## config.mk

```make
export PLATFORM = sky130hd
export DESIGN_NAME = ssup_top
export DESIGN_NICKNAME = d
export VERILOG_FILES = /design/src/rtl/ssup_pkg.sv /design/src/rtl/ssup_top.sv
export VERILOG_INCLUDE_DIRS = /design/src /design/src/rtl
export SDC_FILE = /design/constraint.sdc
export NUM_CORES = 1
export LEC_CHECK = 0
export ABC_CLOCK_PERIOD_IN_PS = 6150
export BUFFER_PORTS_ARGS = -buffer_cell sky130_fd_sc_hd__buf_2
export CORE_ASPECT_RATIO = 1.2
export CORE_MARGIN = 3
export CORE_UTILIZATION = 50
export CTS_CLUSTER_SIZE = 25
export DETAILED_ROUTE_END_ITERATION = 7
export PLACE_DENSITY = 0.68
export SLEW_MARGIN = 5
export SYNTH_ARGS = -nofsm -noshare
export SYNTH_HDL_FRONTEND = slang
export SYNTH_SLANG_ARGS = --single-unit
```

## constraint.sdc

```tcl
create_clock -name core_clk -period 6.15 [get_ports core_clk]
set_clock_uncertainty 0.1 [all_clocks]
set_input_delay 1.23 -clock core_clk [delete_from_list [all_inputs] [get_ports core_clk]]
set_output_delay 1.23 -clock core_clk [all_outputs]
set_load 0.02 [all_outputs]
```

## src/rtl/ssup_defines.svh

```systemverilog
// constants for the switchgear position supervisor
`ifndef SSUP_DEFINES_SVH
`define SSUP_DEFINES_SVH

// ----------------------------------------------------------------
// timing
// ----------------------------------------------------------------
`define SSUP_CLK_NS 25
`define SSUP_TICK_NS 1000000
`define SSUP_TMOVE_RST 16'h00c8

// ----------------------------------------------------------------
// register offsets (byte addresses)
// ----------------------------------------------------------------
`define SSUP_OFS_CTRL 8'h00
`define SSUP_OFS_CMD 8'h04
`define SSUP_OFS_EL_TON 8'h08
`define SSUP_OFS_EL_TOFF 8'h0c
`define SSUP_OFS_TR_TON 8'h10
`define SSUP_OFS_TR_TOFF 8'h14
`define SSUP_OFS_STATUS 8'h18
`define SSUP_OFS_IRQ_STAT 8'h1c
`define SSUP_OFS_IRQ_MASK 8'h20

// ----------------------------------------------------------------
// field positions
// ----------------------------------------------------------------
`define SSUP_CTRL_ROUTE 4
`define SSUP_ST_WD 4
`define SSUP_ST_RDY 5
`define SSUP_EV_OK 0
`define SSUP_EV_DIST 1

// ----------------------------------------------------------------
// position codes
// ----------------------------------------------------------------
`define SSUP_POS_INDET 2'h0
`define SSUP_POS_OPEN 2'h1
`define SSUP_POS_CLOSED 2'h2
`define SSUP_POS_DIST 2'h3

`endif

```

## src/rtl/ssup_pkg.sv

```systemverilog
// types for the switchgear position supervisor
package ssup_pkg;

  typedef enum logic [1:0] {
    SSUP_IDLE,
    SSUP_MOVE_CLOSE,
    SSUP_MOVE_OPEN
  } ssup_mode_t;

  typedef struct packed {
    logic [2:0] sync_c;
    logic [2:0] sync_o;
    logic c;
    logic o;
    ssup_mode_t mode;
    logic [15:0] timer;
    logic fail;
    logic [1:0] pos;
    logic cls_cmd;
    logic opn_cmd;
  } ssup_inst_t;

  typedef struct packed {
    ssup_inst_t [1:0] inst;
    logic [2:0] sync_rdy;
    logic [2:0] sync_wd;
    logic rdy;
    logic wd;
    logic [15:0] tick;
    logic [4:0] ctrl;
    logic [1:0][15:0] t_on;
    logic [1:0][15:0] t_off;
    logic [3:0] irq_stat;
    logic [3:0] irq_mask;
    logic [31:0] rd_data;
    logic irq;
  } ssup_state_t;

endpackage

```

## src/rtl/ssup_top.sv

```systemverilog
// switchgear position supervisor: element and truck instances
`timescale 1ns/1ps
`include "ssup_defines.svh"

// Contract
// - position code 0 indet 1 open 2 closed 3 disturbed
// - withdrawn forces element position to open
// - plug removed sets supervision state withdrawn
// - position feedback ignored while withdrawn
// - element and truck are independent instances
// - element operable withdrawn or inserted
// - element has four inputs, truck two
// - protection commands optionally share command relays
// - separate close and open travel times each
// - command held at most travel time, ends early
// - feedback sampled continuously against travel timers
// - close: indet while timing, closed or disturbed
// - open: indet while timing, open or disturbed
// - single contact: reduced one-direction supervision only
// - required contact unassigned reports disturbed
module ssup_top #(
  parameter int TICK_CYCLES = `SSUP_TICK_NS / `SSUP_CLK_NS
) (
  input wire logic core_clk,
  input wire logic rst_b,
  input wire logic clk_en,
  input wire logic [7:0] reg_addr,
  input wire logic [31:0] reg_wdata,
  input wire logic reg_wr,
  input wire logic reg_rd,
  output logic [31:0] reg_rdata,
  input wire logic el_closed_in,
  input wire logic el_open_in,
  input wire logic el_ready_in,
  input wire logic el_withdrawn_in,
  input wire logic tr_closed_in,
  input wire logic tr_open_in,
  input wire logic prot_close,
  input wire logic prot_open,
  output logic el_close_cmd,
  output logic el_open_cmd,
  output logic tr_close_cmd,
  output logic tr_open_cmd,
  output logic [1:0] el_pos,
  output logic [1:0] tr_pos,
  output logic el_withdrawn,
  output logic irq
);

  // ----------------------------------------------------------------
  // reset release
  // ----------------------------------------------------------------
  logic [1:0] rst_sync_reg;
  logic rst_int_b;

  always_ff @(posedge core_clk or negedge rst_b) begin
    if (!rst_b) begin
      rst_sync_reg <= 2'h0;
    end else begin
      rst_sync_reg <= {rst_sync_reg[0], 1'b1};
    end
  end
  assign rst_int_b = rst_sync_reg[1];

  // ----------------------------------------------------------------
  // decoding helpers
  // ----------------------------------------------------------------
  // feedback shows the wanted end position
  function automatic logic reached(input logic c, input logic o,
      input logic won, input logic woff, input logic want_cls);
    logic hit;
    hit = 1'b0;
    if (won && woff) begin
      hit = want_cls ? (c && !o) : (o && !c);
    end else if (won) begin
      hit = want_cls ? c : !c;
    end else if (woff) begin
      hit = want_cls ? !o : o;
    end
    return hit;
  endfunction

  // position from contacts alone, no supervised travel timing
  function automatic logic [1:0] contact_pos(input logic c,
      input logic o, input logic won, input logic woff);
    logic [1:0] p;
    p = `SSUP_POS_DIST;
    if (won && woff) begin
      if (c && !o) begin
        p = `SSUP_POS_CLOSED;
      end else if (o && !c) begin
        p = `SSUP_POS_OPEN;
      end else begin
        p = `SSUP_POS_DIST;
      end
    end else if (won) begin
      p = c ? `SSUP_POS_CLOSED : `SSUP_POS_OPEN;
    end else if (woff) begin
      p = o ? `SSUP_POS_OPEN : `SSUP_POS_CLOSED;
    end
    return p;
  endfunction

  // ----------------------------------------------------------------
  // state
  // ----------------------------------------------------------------
  ssup_pkg::ssup_state_t state_reg;
  ssup_pkg::ssup_state_t state_next;
  logic [1:0] pin_c;
  logic [1:0] pin_o;
  logic [1:0] cmd_cls;
  logic [1:0] cmd_opn;
  logic wr_cmd;

  assign pin_c = {tr_closed_in, el_closed_in};
  assign pin_o = {tr_open_in, el_open_in};
  assign wr_cmd = reg_wr && (reg_addr == `SSUP_OFS_CMD);
  assign cmd_cls[0] = (wr_cmd && reg_wdata[0]) ||
    (state_reg.ctrl[`SSUP_CTRL_ROUTE] && prot_close);
  assign cmd_opn[0] = (wr_cmd && reg_wdata[1]) ||
    (state_reg.ctrl[`SSUP_CTRL_ROUTE] && prot_open);
  assign cmd_cls[1] = wr_cmd && reg_wdata[2];
  assign cmd_opn[1] = wr_cmd && reg_wdata[3];

  always_comb begin
    logic tk;
    logic won;
    logic woff;
    logic wd;
    logic sup_cls;
    logic sup_opn;
    logic sup;
    logic want_cls;
    logic [3:0] ev;
    logic [15:0] t_load;
    tk = 1'b0;
    won = 1'b0;
    woff = 1'b0;
    wd = 1'b0;
    sup_cls = 1'b0;
    sup_opn = 1'b0;
    sup = 1'b0;
    want_cls = 1'b0;
    ev = 4'h0;
    t_load = 16'h0000;
    state_next = state_reg;
    state_next.rd_data = 32'h0000_0000;

    // plug and ready inputs, three-stage sync
    state_next.sync_wd = {state_reg.sync_wd[1:0], el_withdrawn_in};
    if (state_reg.sync_wd[1] == state_reg.sync_wd[2]) begin
      state_next.wd = state_reg.sync_wd[2];
    end
    state_next.sync_rdy = {state_reg.sync_rdy[1:0], el_ready_in};
    if (state_reg.sync_rdy[1] == state_reg.sync_rdy[2]) begin
      state_next.rdy = state_reg.sync_rdy[2];
    end

    // travel time base
    if (state_reg.tick == 16'(TICK_CYCLES - 1)) begin
      state_next.tick = 16'h0000;
      tk = 1'b1;
    end else begin
      state_next.tick = state_reg.tick + 16'h0001;
    end

    for (int i = 0; i < 2; i++) begin
      won = state_reg.ctrl[2 * i];
      woff = state_reg.ctrl[2 * i + 1];
      wd = (i == 0) && state_reg.wd;
      sup_cls = won;
      sup_opn = woff;

      // contact sync, counted once stages two and three agree
      state_next.inst[i].sync_c = {state_reg.inst[i].sync_c[1:0],
        pin_c[i]};
      state_next.inst[i].sync_o = {state_reg.inst[i].sync_o[1:0],
        pin_o[i]};
      if (state_reg.inst[i].sync_c[1] == state_reg.inst[i].sync_c[2])
      begin
        state_next.inst[i].c = state_reg.inst[i].sync_c[2];
      end
      if (state_reg.inst[i].sync_o[1] == state_reg.inst[i].sync_o[2])
      begin
        state_next.inst[i].o = state_reg.inst[i].sync_o[2];
      end

      // travel supervision
      want_cls = state_reg.inst[i].mode == ssup_pkg::SSUP_MOVE_CLOSE;
      sup = want_cls ? sup_cls : sup_opn;
      case (state_reg.inst[i].mode)
        ssup_pkg::SSUP_IDLE: begin
          // open wins over close; operable while withdrawn
          if (cmd_opn[i]) begin
            state_next.inst[i].mode = ssup_pkg::SSUP_MOVE_OPEN;
            state_next.inst[i].timer = state_reg.t_off[i];
            state_next.inst[i].fail = 1'b0;
          end else if (cmd_cls[i]) begin
            state_next.inst[i].mode = ssup_pkg::SSUP_MOVE_CLOSE;
            state_next.inst[i].timer = state_reg.t_on[i];
            state_next.inst[i].fail = 1'b0;
          end
        end
        ssup_pkg::SSUP_MOVE_CLOSE, ssup_pkg::SSUP_MOVE_OPEN: begin
          if (!wd && reached(state_reg.inst[i].c, state_reg.inst[i].o,
              won, woff, want_cls)) begin
            state_next.inst[i].mode = ssup_pkg::SSUP_IDLE;
            ev[2 * i + `SSUP_EV_OK] = sup;
          end else if (state_reg.inst[i].timer == 16'h0000 ||
              (tk && state_reg.inst[i].timer <= 16'h0001)) begin
            state_next.inst[i].mode = ssup_pkg::SSUP_IDLE;
            state_next.inst[i].fail = sup;
            ev[2 * i + `SSUP_EV_DIST] = sup;
          end else if (tk) begin
            state_next.inst[i].timer = state_reg.inst[i].timer -
              16'h0001;
          end
        end
        default: begin
          state_next.inst[i].mode = ssup_pkg::SSUP_IDLE;
        end
      endcase

      state_next.inst[i].cls_cmd =
        state_next.inst[i].mode == ssup_pkg::SSUP_MOVE_CLOSE;
      state_next.inst[i].opn_cmd =
        state_next.inst[i].mode == ssup_pkg::SSUP_MOVE_OPEN;

      // validated position
      want_cls = state_next.inst[i].mode == ssup_pkg::SSUP_MOVE_CLOSE;
      sup = want_cls ? sup_cls : sup_opn;
      if (wd) begin
        state_next.inst[i].pos = `SSUP_POS_OPEN;
      end else if (!won && !woff) begin
        state_next.inst[i].pos = `SSUP_POS_DIST;
      end else if (state_next.inst[i].mode != ssup_pkg::SSUP_IDLE &&
          sup) begin
        state_next.inst[i].pos = `SSUP_POS_INDET;
      end else if (state_next.inst[i].fail) begin
        state_next.inst[i].pos = `SSUP_POS_DIST;
      end else begin
        state_next.inst[i].pos = contact_pos(state_reg.inst[i].c,
          state_reg.inst[i].o, won, woff);
      end
    end

    // register writes
    if (reg_wr) begin
      case (reg_addr)
        `SSUP_OFS_CTRL: state_next.ctrl = reg_wdata[4:0];
        `SSUP_OFS_EL_TON: state_next.t_on[0] = reg_wdata[15:0];
        `SSUP_OFS_EL_TOFF: state_next.t_off[0] = reg_wdata[15:0];
        `SSUP_OFS_TR_TON: state_next.t_on[1] = reg_wdata[15:0];
        `SSUP_OFS_TR_TOFF: state_next.t_off[1] = reg_wdata[15:0];
        `SSUP_OFS_IRQ_STAT: begin
          state_next.irq_stat = state_reg.irq_stat & ~reg_wdata[3:0];
        end
        `SSUP_OFS_IRQ_MASK: state_next.irq_mask = reg_wdata[3:0];
        default: begin
        end
      endcase
    end
    // new events win over a clear in the same cycle
    state_next.irq_stat = state_next.irq_stat | ev;
    state_next.irq = |(state_next.irq_stat & state_next.irq_mask);

    // register reads
    if (reg_rd) begin
      case (reg_addr)
        `SSUP_OFS_CTRL: state_next.rd_data = {27'h0, state_reg.ctrl};
        `SSUP_OFS_EL_TON: state_next.rd_data = {16'h0, state_reg.t_on[0]};
        `SSUP_OFS_EL_TOFF:
          state_next.rd_data = {16'h0, state_reg.t_off[0]};
        `SSUP_OFS_TR_TON: state_next.rd_data = {16'h0, state_reg.t_on[1]};
        `SSUP_OFS_TR_TOFF:
          state_next.rd_data = {16'h0, state_reg.t_off[1]};
        `SSUP_OFS_STATUS: begin
          state_next.rd_data = {26'h0, state_reg.rdy, state_reg.wd,
            state_reg.inst[1].pos, state_reg.inst[0].pos};
        end
        `SSUP_OFS_IRQ_STAT:
          state_next.rd_data = {28'h0, state_reg.irq_stat};
        `SSUP_OFS_IRQ_MASK:
          state_next.rd_data = {28'h0, state_reg.irq_mask};
        default: state_next.rd_data = 32'h0000_0000;
      endcase
    end
  end

  always_ff @(posedge core_clk or negedge rst_int_b) begin
    if (!rst_int_b) begin
      state_reg <= '0;
      state_reg.t_on <= {2{`SSUP_TMOVE_RST}};
      state_reg.t_off <= {2{`SSUP_TMOVE_RST}};
    end else if (clk_en) begin
      state_reg <= state_next;
    end
  end

  // ----------------------------------------------------------------
  // outputs
  // ----------------------------------------------------------------
  assign reg_rdata = state_reg.rd_data;
  assign el_close_cmd = state_reg.inst[0].cls_cmd;
  assign el_open_cmd = state_reg.inst[0].opn_cmd;
  assign tr_close_cmd = state_reg.inst[1].cls_cmd;
  assign tr_open_cmd = state_reg.inst[1].opn_cmd;
  assign el_pos = state_reg.inst[0].pos;
  assign tr_pos = state_reg.inst[1].pos;
  assign el_withdrawn = state_reg.wd;
  assign irq = state_reg.irq;

endmodule

```

==> flow_summary.ini, run 1 <==
[status]
status = finished, final reports clean

[synthesis]
synthSimpleGateAreaFrac = 0.1356
ys.flop_type = dfrtp_1
synth_top_family_by_area = compound AO/OA/AOI/OAI gates
yosys-mux-area-fraction = 0.1064
netlist_instances = 930
yosysUniqueCellTypes = 79
avgSynthCellArea_um2 = 10.40
ys_ff_latch = 182
synth_compound_area_frac = 0.1959
synth_xor_area_frac = 0.01540
synth_adder_area_share = 0.01553
synth-warning-count = 0
netlist_area_um2 = 9668
synth_enable_flop_cells = 0
async_flop_share = 1.000
ys_seq_area_frac = 0.4726

[sta]
worst-slew-pin-transition_ps = 1161
rsz0062_at_grt = no
tns_ps = 0
finalHoldViolCount = 0
fin_crit_ps = 3930
timing.final.crit_share = 0.6390
whs_ps = 266.1
drv_slew = 0
slew_headroom = 0.2188
finalSetupViolCount = 0
fmax_mhz = 254.5

[cells_and_area]
drive_gt1_frac = 0.2308
largest_reg_flops = 142
finish.utilization = 0.5610
final_area_um2 = 10620
layout_commonest_cell = dfrtp_1
fillers = 1670
layout_common_cells = dfrtp_1 (169), mux2_2 (86), nand2_1 (75)
num-nets-final = 1018
diodes = 0
area_growth_syn_to_layout_pct = 9.809

[route]
drt_iter0_drc = 717
dr.pass1.iters = 6
vias = 7383
routed_via_density = 6.042
antenna_left = 0
drc = 0
wl_per_cell_um = 19.41
wl_mm = 23.72

[clocking]
tritoncts = yes
cts_resized = 0
clk_pin_slew_ps = 70
cts_buffers = 17
worstSkewPairLatency_ps = 440
cts_buffer_depth = 2
cts-hold-fix-buffers = 0
clock_tree.root_cell = clkbuf_16
clock_sinks = 182
postCtsSetupBuffers = 0
htreeDepth = 4

[floorplanning]
die_h_um = 158.3
num_io_pins = 95
start_util = 0.5109
design.core.area_um2 = 18920
die_area_um2 = 21050
num_rows = 55
die-width_um = 132.9

[setup_path]
worstSetupPathType = primary input to register
crit_required_ps = 6370
critPathMaxFanout = 17
startpoint_type = primary input
cp.arrival_ps = 4150
critPathCaptureType = register

[place]
port-buffer-count = 62
detailed_place_hpwl_mm = 16.16
place_area_um2 = 9975
gp_congestion = 0.8313

[global_routing]
grt_use_total = 0.2308
grt_max_degree = 181
grt.overflow.total = 0
grt_pass1_vias = 7257
antenna_found_initial = 0
grt_pass1_wl_mm = 38.90

[run]
cap_violations = 0

[pwr]
p_leak_nw = 4.779
vdd_drop_max_uv = 221.5
power_density_nw_per_um2 = 381.1

[hold_path]
hp-class = register to register
## cell usage after synthesis, types with 4 or more instances
master	n	area share
a21boi_0	4	0.0031
a21o_1	5	0.0039
a21oi_1	19	0.0098
a221oi_1	12	0.011
a22o_1	36	0.033
a22oi_1	55	0.043
and2_1	4	0.0026
and3_1	5	0.0032
buf_1	4	0.0016
buf_2	11	0.0057
buf_4	36	0.028
clkbuf_1	29	0.011
dfrtp_1	170	0.44
dfstp_2	12	0.033
ha_1	12	0.016
inv_1	28	0.011
mux2_2	86	0.10
mux2i_1	6	0.0062
nand2_1	75	0.029
nand2b_1	8	0.0052
nand3_1	24	0.012
nand4_1	8	0.0052
nor2_1	56	0.022
nor3_1	23	0.012
nor4_1	9	0.0058
o21ai_0	60	0.031
o22ai_1	9	0.0058
o2bb2ai_1	17	0.015
o31ai_1	4	0.0031
or3_1	11	0.0071
or4_1	5	0.0039
xnor2_1	12	0.011
xor2_1	5	0.0045
## where the power goes
| part | switching (mW) | internal [mW] | leakage (nW) |
|---|---|---|---|
| logic | 0.817 | 0.497 | 2.09 |
| clock network | 0.507 | 0.693 | 0.313 |
| registers | 0.173 | 1.36 | 2.38 |
| total | 1.50 | 2.55 | 4.78 |
## cell families after synthesis
group / count (synthesis)
and+or+nand+nor: 257
DFF: 182
muxes: 92
adders and majority gates: 12
xor gates and xnor gates: 17
AOI/OAI and AO/OA: 259
buffers and inverters: 109
other: 2
## cell type report
| class | instances | area [um2] | area share |
|---|---|---|---|
| Inverter | 29 | 108.9 | 0.01025 |
| Clock buffer | 17 | 425.4 | 0.04007 |
| Sequential cell | 182 | 4573 | 0.4308 |
| Clock inverter | 15 | 216.5 | 0.02039 |
| Multi-Input combinational cell | 654 | 4597 | 0.4330 |
| Tap cell | 256 | 320.3 | 0.03017 |
| Timing Repair Buffer | 69 | 375.4 | 0.03536 |
## worst paths after layout
path | startpoint | end | slack (ps) | cells after the start
max | reg_addr[5] | state_reg[81] | 2220 | 5
min | rst_sync_reg[0] | rst_sync_reg[1] | 270 | 0
max reg2reg | state_reg[110] | state_reg[173] | 2890 | 7
min reg2reg | rst_sync_reg[0] | rst_sync_reg[1] | 270 | 0
max in group asynchronous | rst_sync_reg[1] | state_reg[110] | 4830 | 1
min in group asynchronous | rst_sync_reg[1] | state_reg[183] | 400 | 1
## routing by layer
layer,up-vias,GRT usage,wire (um)
li1,3486,-,-
met1,3690,0.3042,10450
met2,176,0.3984,11850
met3,31,0.03982,975
met4,0,0.06040,444
met5,-,0,0
## per-stage QoR
step | total power, mW | cells | setup slack (ps)
after floorplan | 2.527 | 945 | 624.0
after global placement | 2.826 | 1190 | 1786
after detailed placement | 2.848 | 1190 | 1768
after CTS | 4.049 | 1222 | 2241
after global routing | 4.302 | 1222 | 2113
final | 4.046 | 1222 | 2220
## critical path: stages
cell and delay [ps]:
buf_2 120, or4_1 670, nor2_2 740, nand3_1 840, mux2_2 540
(Power assumes the default switching activity.)
==> run 2: changes to the inputs <==
--- a/config.mk
+++ b/config.mk
@@ -6,14 +6,14 @@
 export SDC_FILE = /design/constraint.sdc
 export NUM_CORES = 1
 export LEC_CHECK = 0
-export ABC_CLOCK_PERIOD_IN_PS = 6150
+export ABC_CLOCK_PERIOD_IN_PS = 3440
 export BUFFER_PORTS_ARGS = -buffer_cell sky130_fd_sc_hd__buf_2
 export CORE_ASPECT_RATIO = 1.2
 export CORE_MARGIN = 3
 export CORE_UTILIZATION = 50
 export CTS_CLUSTER_SIZE = 25
 export DETAILED_ROUTE_END_ITERATION = 7
-export PLACE_DENSITY = 0.68
+export PLACE_DENSITY = 0.71
 export SLEW_MARGIN = 5
 export SYNTH_ARGS = -nofsm -noshare
 export SYNTH_HDL_FRONTEND = slang
==> constraint.sdc (replaced) <==
create_clock -name core_clk -period 3.44 [get_ports core_clk]
set_clock_uncertainty 0.1 [all_clocks]
set_input_delay 0.688 -clock core_clk [delete_from_list [all_inputs] [get_ports core_clk]]
set_output_delay 0.688 -clock core_clk [all_outputs]
set_load 0.02 [all_outputs]
==> flow_summary.ini, run 2 (synthesis results as in run 1) <==
[status]
status = finished, final reports clean

[route]
dr.pass1.iters = 5
antenna_left = 0
drc = 0
vias = 7508
wl_per_cell_um = 19.28
drt_iter0_drc = 699
wl_mm = 23.96
routed_via_density = 6.040

[run]
cap_violations = 0

[setup_path]
cp-endpoint = state_reg[153]
r2r-start = state_reg[156]
startpoint_type = register
crit_start = state_reg[156]
cp.arrival_ps = 3270
critPathMaxFanout = 22
reg2regPathDepth = 9
r2r-end = state_reg[153]
crit_required_ps = 3670
r2r_slack_ps = 400
critPathCaptureType = register
worstSetupPathType = register to register

[sta]
drv_slew = 0
tns_ps = 0
whs_ps = 220.1
fin_crit_ps = 3044
timing.final.crit_share = 0.8848
fmax_mhz = 328.6
finalSetupViolCount = 0
worst-slew-pin-transition_ps = 1038
slew_headroom = 0.3053
finalHoldViolCount = 0
rsz0062_at_grt = no

[floorplanning]
die_h_um = 158.3
start_util = 0.5109
design.core.area_um2 = 18920
num_io_pins = 95
die-width_um = 132.9
num_rows = 55
die_area_um2 = 21050

[clocking]
postCtsSetupBuffers = 0
cts_buffer_depth = 2
tritoncts = yes
clock_tree.root_cell = clkbuf_16
htreeDepth = 4
cts_buffers = 17
clock_sinks = 182
cts_resized = 0
clk_pin_slew_ps = 70
worstSkewPairLatency_ps = 440

[pwr]
p_leak_nw = 4.846
intPower_mw = 4.327
pwr-share-seq = 0.393
power_density_nw_per_um2 = 654.4
switching_share = 0.3824
power_frac_comb = 0.340
switchingPower_mw = 2.679
vdd_drop_max_uv = 396.9
pwr-share-clk = 0.267

[place]
detailed_place_hpwl_mm = 16.97
gp_congestion = 0.9184
port-buffer-count = 62

[global_routing]
antenna_found_initial = 0
grt_max_degree = 78
grt_pass1_vias = 7385
grt.overflow.total = 0
grt_pass1_wl_mm = 39.20
grt_use_total = 0.2332

[cells_and_area]
drive_gt1_frac = 0.2452
num-nets-final = 1039
layout_commonest_cell = dfrtp_1
diodes = 0
largest_reg_flops = 142
area_growth_syn_to_layout_pct = 10.73
finish.utilization = 0.5657
layout_common_cells = dfrtp_1 (169), mux2_2 (86), nand2_1 (75)

[hold_path]
hp-class = register to asynchronous set/reset pin
run 2: cell count changes in the layout (fill, tap and decap cells not counted), sizes merged, moves of 2 or more:
| cell | delta |
|---|---|
| clkbuf | +2 |
| bufinv | -4 |
| inv | +2 |
| buf | +20 |
run 2: per-stage QoR:
stage | setup WS (ps) | total power [mW] | cells | instance area [um2]
2_1_floorplan | 347.0 | 4.518 | 945 | 9726
3_3_place_gp | 173.9 | 5.077 | 1210 | 10140
3_5_place_dp | 49.94 | 5.134 | 1210 | 10140
4_1_cts | 424.9 | 7.024 | 1243 | 10710
5_1_grt | 137.7 | 7.487 | 1243 | 10710
6_report | 396.4 | 7.005 | 1243 | 10710
run 2: cell type report:
type	count	area, um2
fill	1619	8219
clock buffer	19	442.9
timing repair buffer	90	548.0
inverter	29	108.9
multi-input combinational	654	4597
clock inverter	13	115.1
tap	256	320.3
sequential	182	4573
run 2: how the worst min path moves through the flow:
stage / start / endpoint / slack [ps]
global route: rst_sync_reg[1] / state_reg[67] / 270
floorplan: rst_sync_reg[0] / rst_sync_reg[1] / 230
CTS: rst_sync_reg[1] / state_reg[101] / 250
detailed placement: rst_sync_reg[1] / state_reg[101] / 240
finish: rst_sync_reg[1] / state_reg[101] / 220
global placement: rst_sync_reg[1] / state_reg[99] / 230
run 2: power by group through the flow:
| stage | Combinational, mW | Sequential (mW) | Clock [mW] |
|---|---|---|---|
| after floorplan | 1.78 | 2.74 | 0 |
| after CTS | 2.37 | 2.75 | 1.91 |
| final | 2.38 | 2.75 | 1.87 |
| after global placement | 2.31 | 2.77 | 0 |
| after global routing | 2.68 | 2.80 | 2.01 |
| after detailed placement | 2.35 | 2.78 | 0 |
run 2: routing by layer:
layer  vias to the layer above  GRT usage  part of all wire
met3                        51    0.04425             0.050
met1                      3717     0.3026              0.43
met4                         0    0.09010             0.030
met5                         -          0                 0
li1                       3510          -                 -
met2                       230     0.3909              0.49
run 2: what timing repair did:
| action | in CTS | in global routing |
|---|---|---|
| hold buffers | 1 | 0 |
| endpoints found under the setup margin | 0 | 0 |
| endpoints found under the hold margin | 2 | 0 |
run 2: critical path: stages (launching register included):
cell	delay, ps
dfrtp_1	400
inv_1	130
ha_1	240
xor2_1	160
a221o_1	290
nand2_1	260
nor3b_1	390
o221a_2	530
o21ai_0	180
a22o_1	250
==> run 3: changes to the inputs <==
--- a/config.mk
+++ b/config.mk
@@ -8,7 +8,6 @@
 export LEC_CHECK = 0
 export ABC_CLOCK_PERIOD_IN_PS = 3440
 export BUFFER_PORTS_ARGS = -buffer_cell sky130_fd_sc_hd__buf_2
-export CORE_ASPECT_RATIO = 1.2
 export CORE_MARGIN = 3
 export CORE_UTILIZATION = 50
 export CTS_CLUSTER_SIZE = 25
==> flow_summary.ini, run 3 (synthesis results as in run 1) <==
[status]
status = finished, final reports clean

[cells_and_area]
finalNonFillerCells = 1249
layout_commonest_cell = dfrtp_1
multiInputGateArea_um2 = 4597
fillers = 1575
num-nets-final = 1041
layout_common_cells = dfrtp_1 (169), mux2_2 (86), nand2_1 (75)
finish.utilization = 0.5704
diodes = 0
largest_reg_flops = 142
area_growth_syn_to_layout_pct = 11.09
drive_gt1_frac = 0.2467
seqCellArea_um2 = 4573

[clocking]
postCtsSetupBuffers = 0
cts_buffers = 17
clk_pin_slew_ps = 80
htreeDepth = 4
clock_tree.root_cell = clkbuf_16
cts-hold-fix-buffers = 1
tritoncts = yes
worstSkewPairLatency_ps = 440
cts_resized = 0
cts_buffer_depth = 2
clock_sinks = 182

[sta]
fmax_mhz = 339.6
rsz0062_at_grt = no
finalHoldViolCount = 0
tns_ps = 0
drv_slew = 0
worst-slew-pin-transition_ps = 927.7
finalSetupViolCount = 0
timing.final.crit_share = 0.8560
slew_headroom = 0.3792
fin_crit_ps = 2945

[global_routing]
grt_pass1_vias = 7404
grt_use_total = 0.2305
grt_max_degree = 65
antenna_found_initial = 0
grt_pass1_wl_mm = 39.51
grt.overflow.total = 0

[place]
detailed_place_hpwl_mm = 16.97
dp.cells = 1216
port-buffer-count = 62
gp_congestion = 0.9143

[hold_path]
hold_start = rst_sync_reg[0]
hp-class = register to register
whs_path_depth = 0

[pwr]
p_leak_nw = 4.860
total_power_mw = 7.109
power_density_nw_per_um2 = 661.9
vdd_drop_max_uv = 414.6

[setup_path]
max_stage_delay_ps = 470
crit_required_ps = 3690
cp.arrival_ps = 3190
r2r-start = state_reg[110]
worstSetupPathType = register to register
crit_start = state_reg[110]
critPathCaptureType = register
reg2regPathDepth = 9
critPathMaxFanout = 5
startpoint_type = register
worst_path_max_delay_cell = o21ai_0
path_cells = ha_1, nand4b_1, nor4_2, buf_4, a21oi_1, o21ai_0, mux2i_1, o2bb2ai_1, a211oi_1

[route]
vias = 7649
routed_via_density = 6.124
dr.pass1.iters = 5
wl_mm = 24.28
drt_iter0_drc = 637
antenna_left = 0
wl_per_cell_um = 19.44
drc = 0

[floorplanning]
num_io_pins = 95
design.core.area_um2 = 18830
die_h_um = 145.1
num_rows = 50
die-width_um = 145.1
start_util = 0.5134
die_area_um2 = 21040

[run]
cap_violations = 0
-- run 3: cell count changes in the layout (fill, tap and decap cells not counted) --
cell / change
bufinv_16: +1
buf_12: -1
clkinv_8: +1
buf_4: +3
clkbuf_8: -1
clkinv_2: -1
-- run 3: path summary, 6_finish.rpt --
check / to / slack, ps
min in group asynchronous: state_next[195] / 290
max: tr_pos[1] / 500
min reg2reg: rst_sync_reg[1] / 260
min: rst_sync_reg[1] / 260
max in group asynchronous: state_reg[80] / 2120
max reg2reg: tr_pos[1] / 500
-- run 3: stage by stage --
stage          hold WS, ps  area [um2]  setup slack, ps
2_1_floorplan        231.1        9726            347.0
3_3_place_gp         237.1       10140            287.3
3_5_place_dp         242.0       10140            245.6
4_1_cts              264.5       10740            472.0
5_1_grt              261.3       10740            158.5
6_report             257.4       10740            495.2
-- run 3: layout make-up --
| cell class | instances | share of cell area |
|---|---|---|
| inverters | 29 | 0.01014 |
| flip-flops and latches | 182 | 0.4258 |
| clock buffers | 18 | 0.03996 |
| well taps | 260 | 0.03029 |
| clock inverters | 14 | 0.01456 |
| multi-input cells | 654 | 0.4280 |
| repair buffers | 92 | 0.05126 |
-- run 3: critical path, delay by kind of cell, from the launching register on --
family / cells / cell delay, ps
mux: 1 / 330
simple gates: 2 / 640
flops: 1 / 410
compound gates: 4 / 910
buf+inv: 1 / 220
fa+ha+maj: 1 / 230
-- run 3: per-layer routing --
| metal | global-route usage | wire length, um | vias up |
|---|---|---|---|
| met5 | 0 | 0 | - |
| met4 | 0.05556 | 356 | 0 |
| li1 | - | - | 3516 |
| met2 | 0.3803 | 11640 | 280 |
| met1 | 0.3190 | 10930 | 3823 |
| met3 | 0.04154 | 1352 | 30 |
-- run 3: report_power, final --
| group | total [mW] | switching [mW] | internal, mW | leakage, nW |
|---|---|---|---|---|
| Combinational | 2.39 | 1.45 | 0.937 | 2.20 |
| Clock | 1.97 | 0.937 | 1.03 | 0.281 |
| Sequential | 2.75 | 0.323 | 2.43 | 2.38 |
| Total | 7.11 | 2.71 | 4.40 | 4.86 |
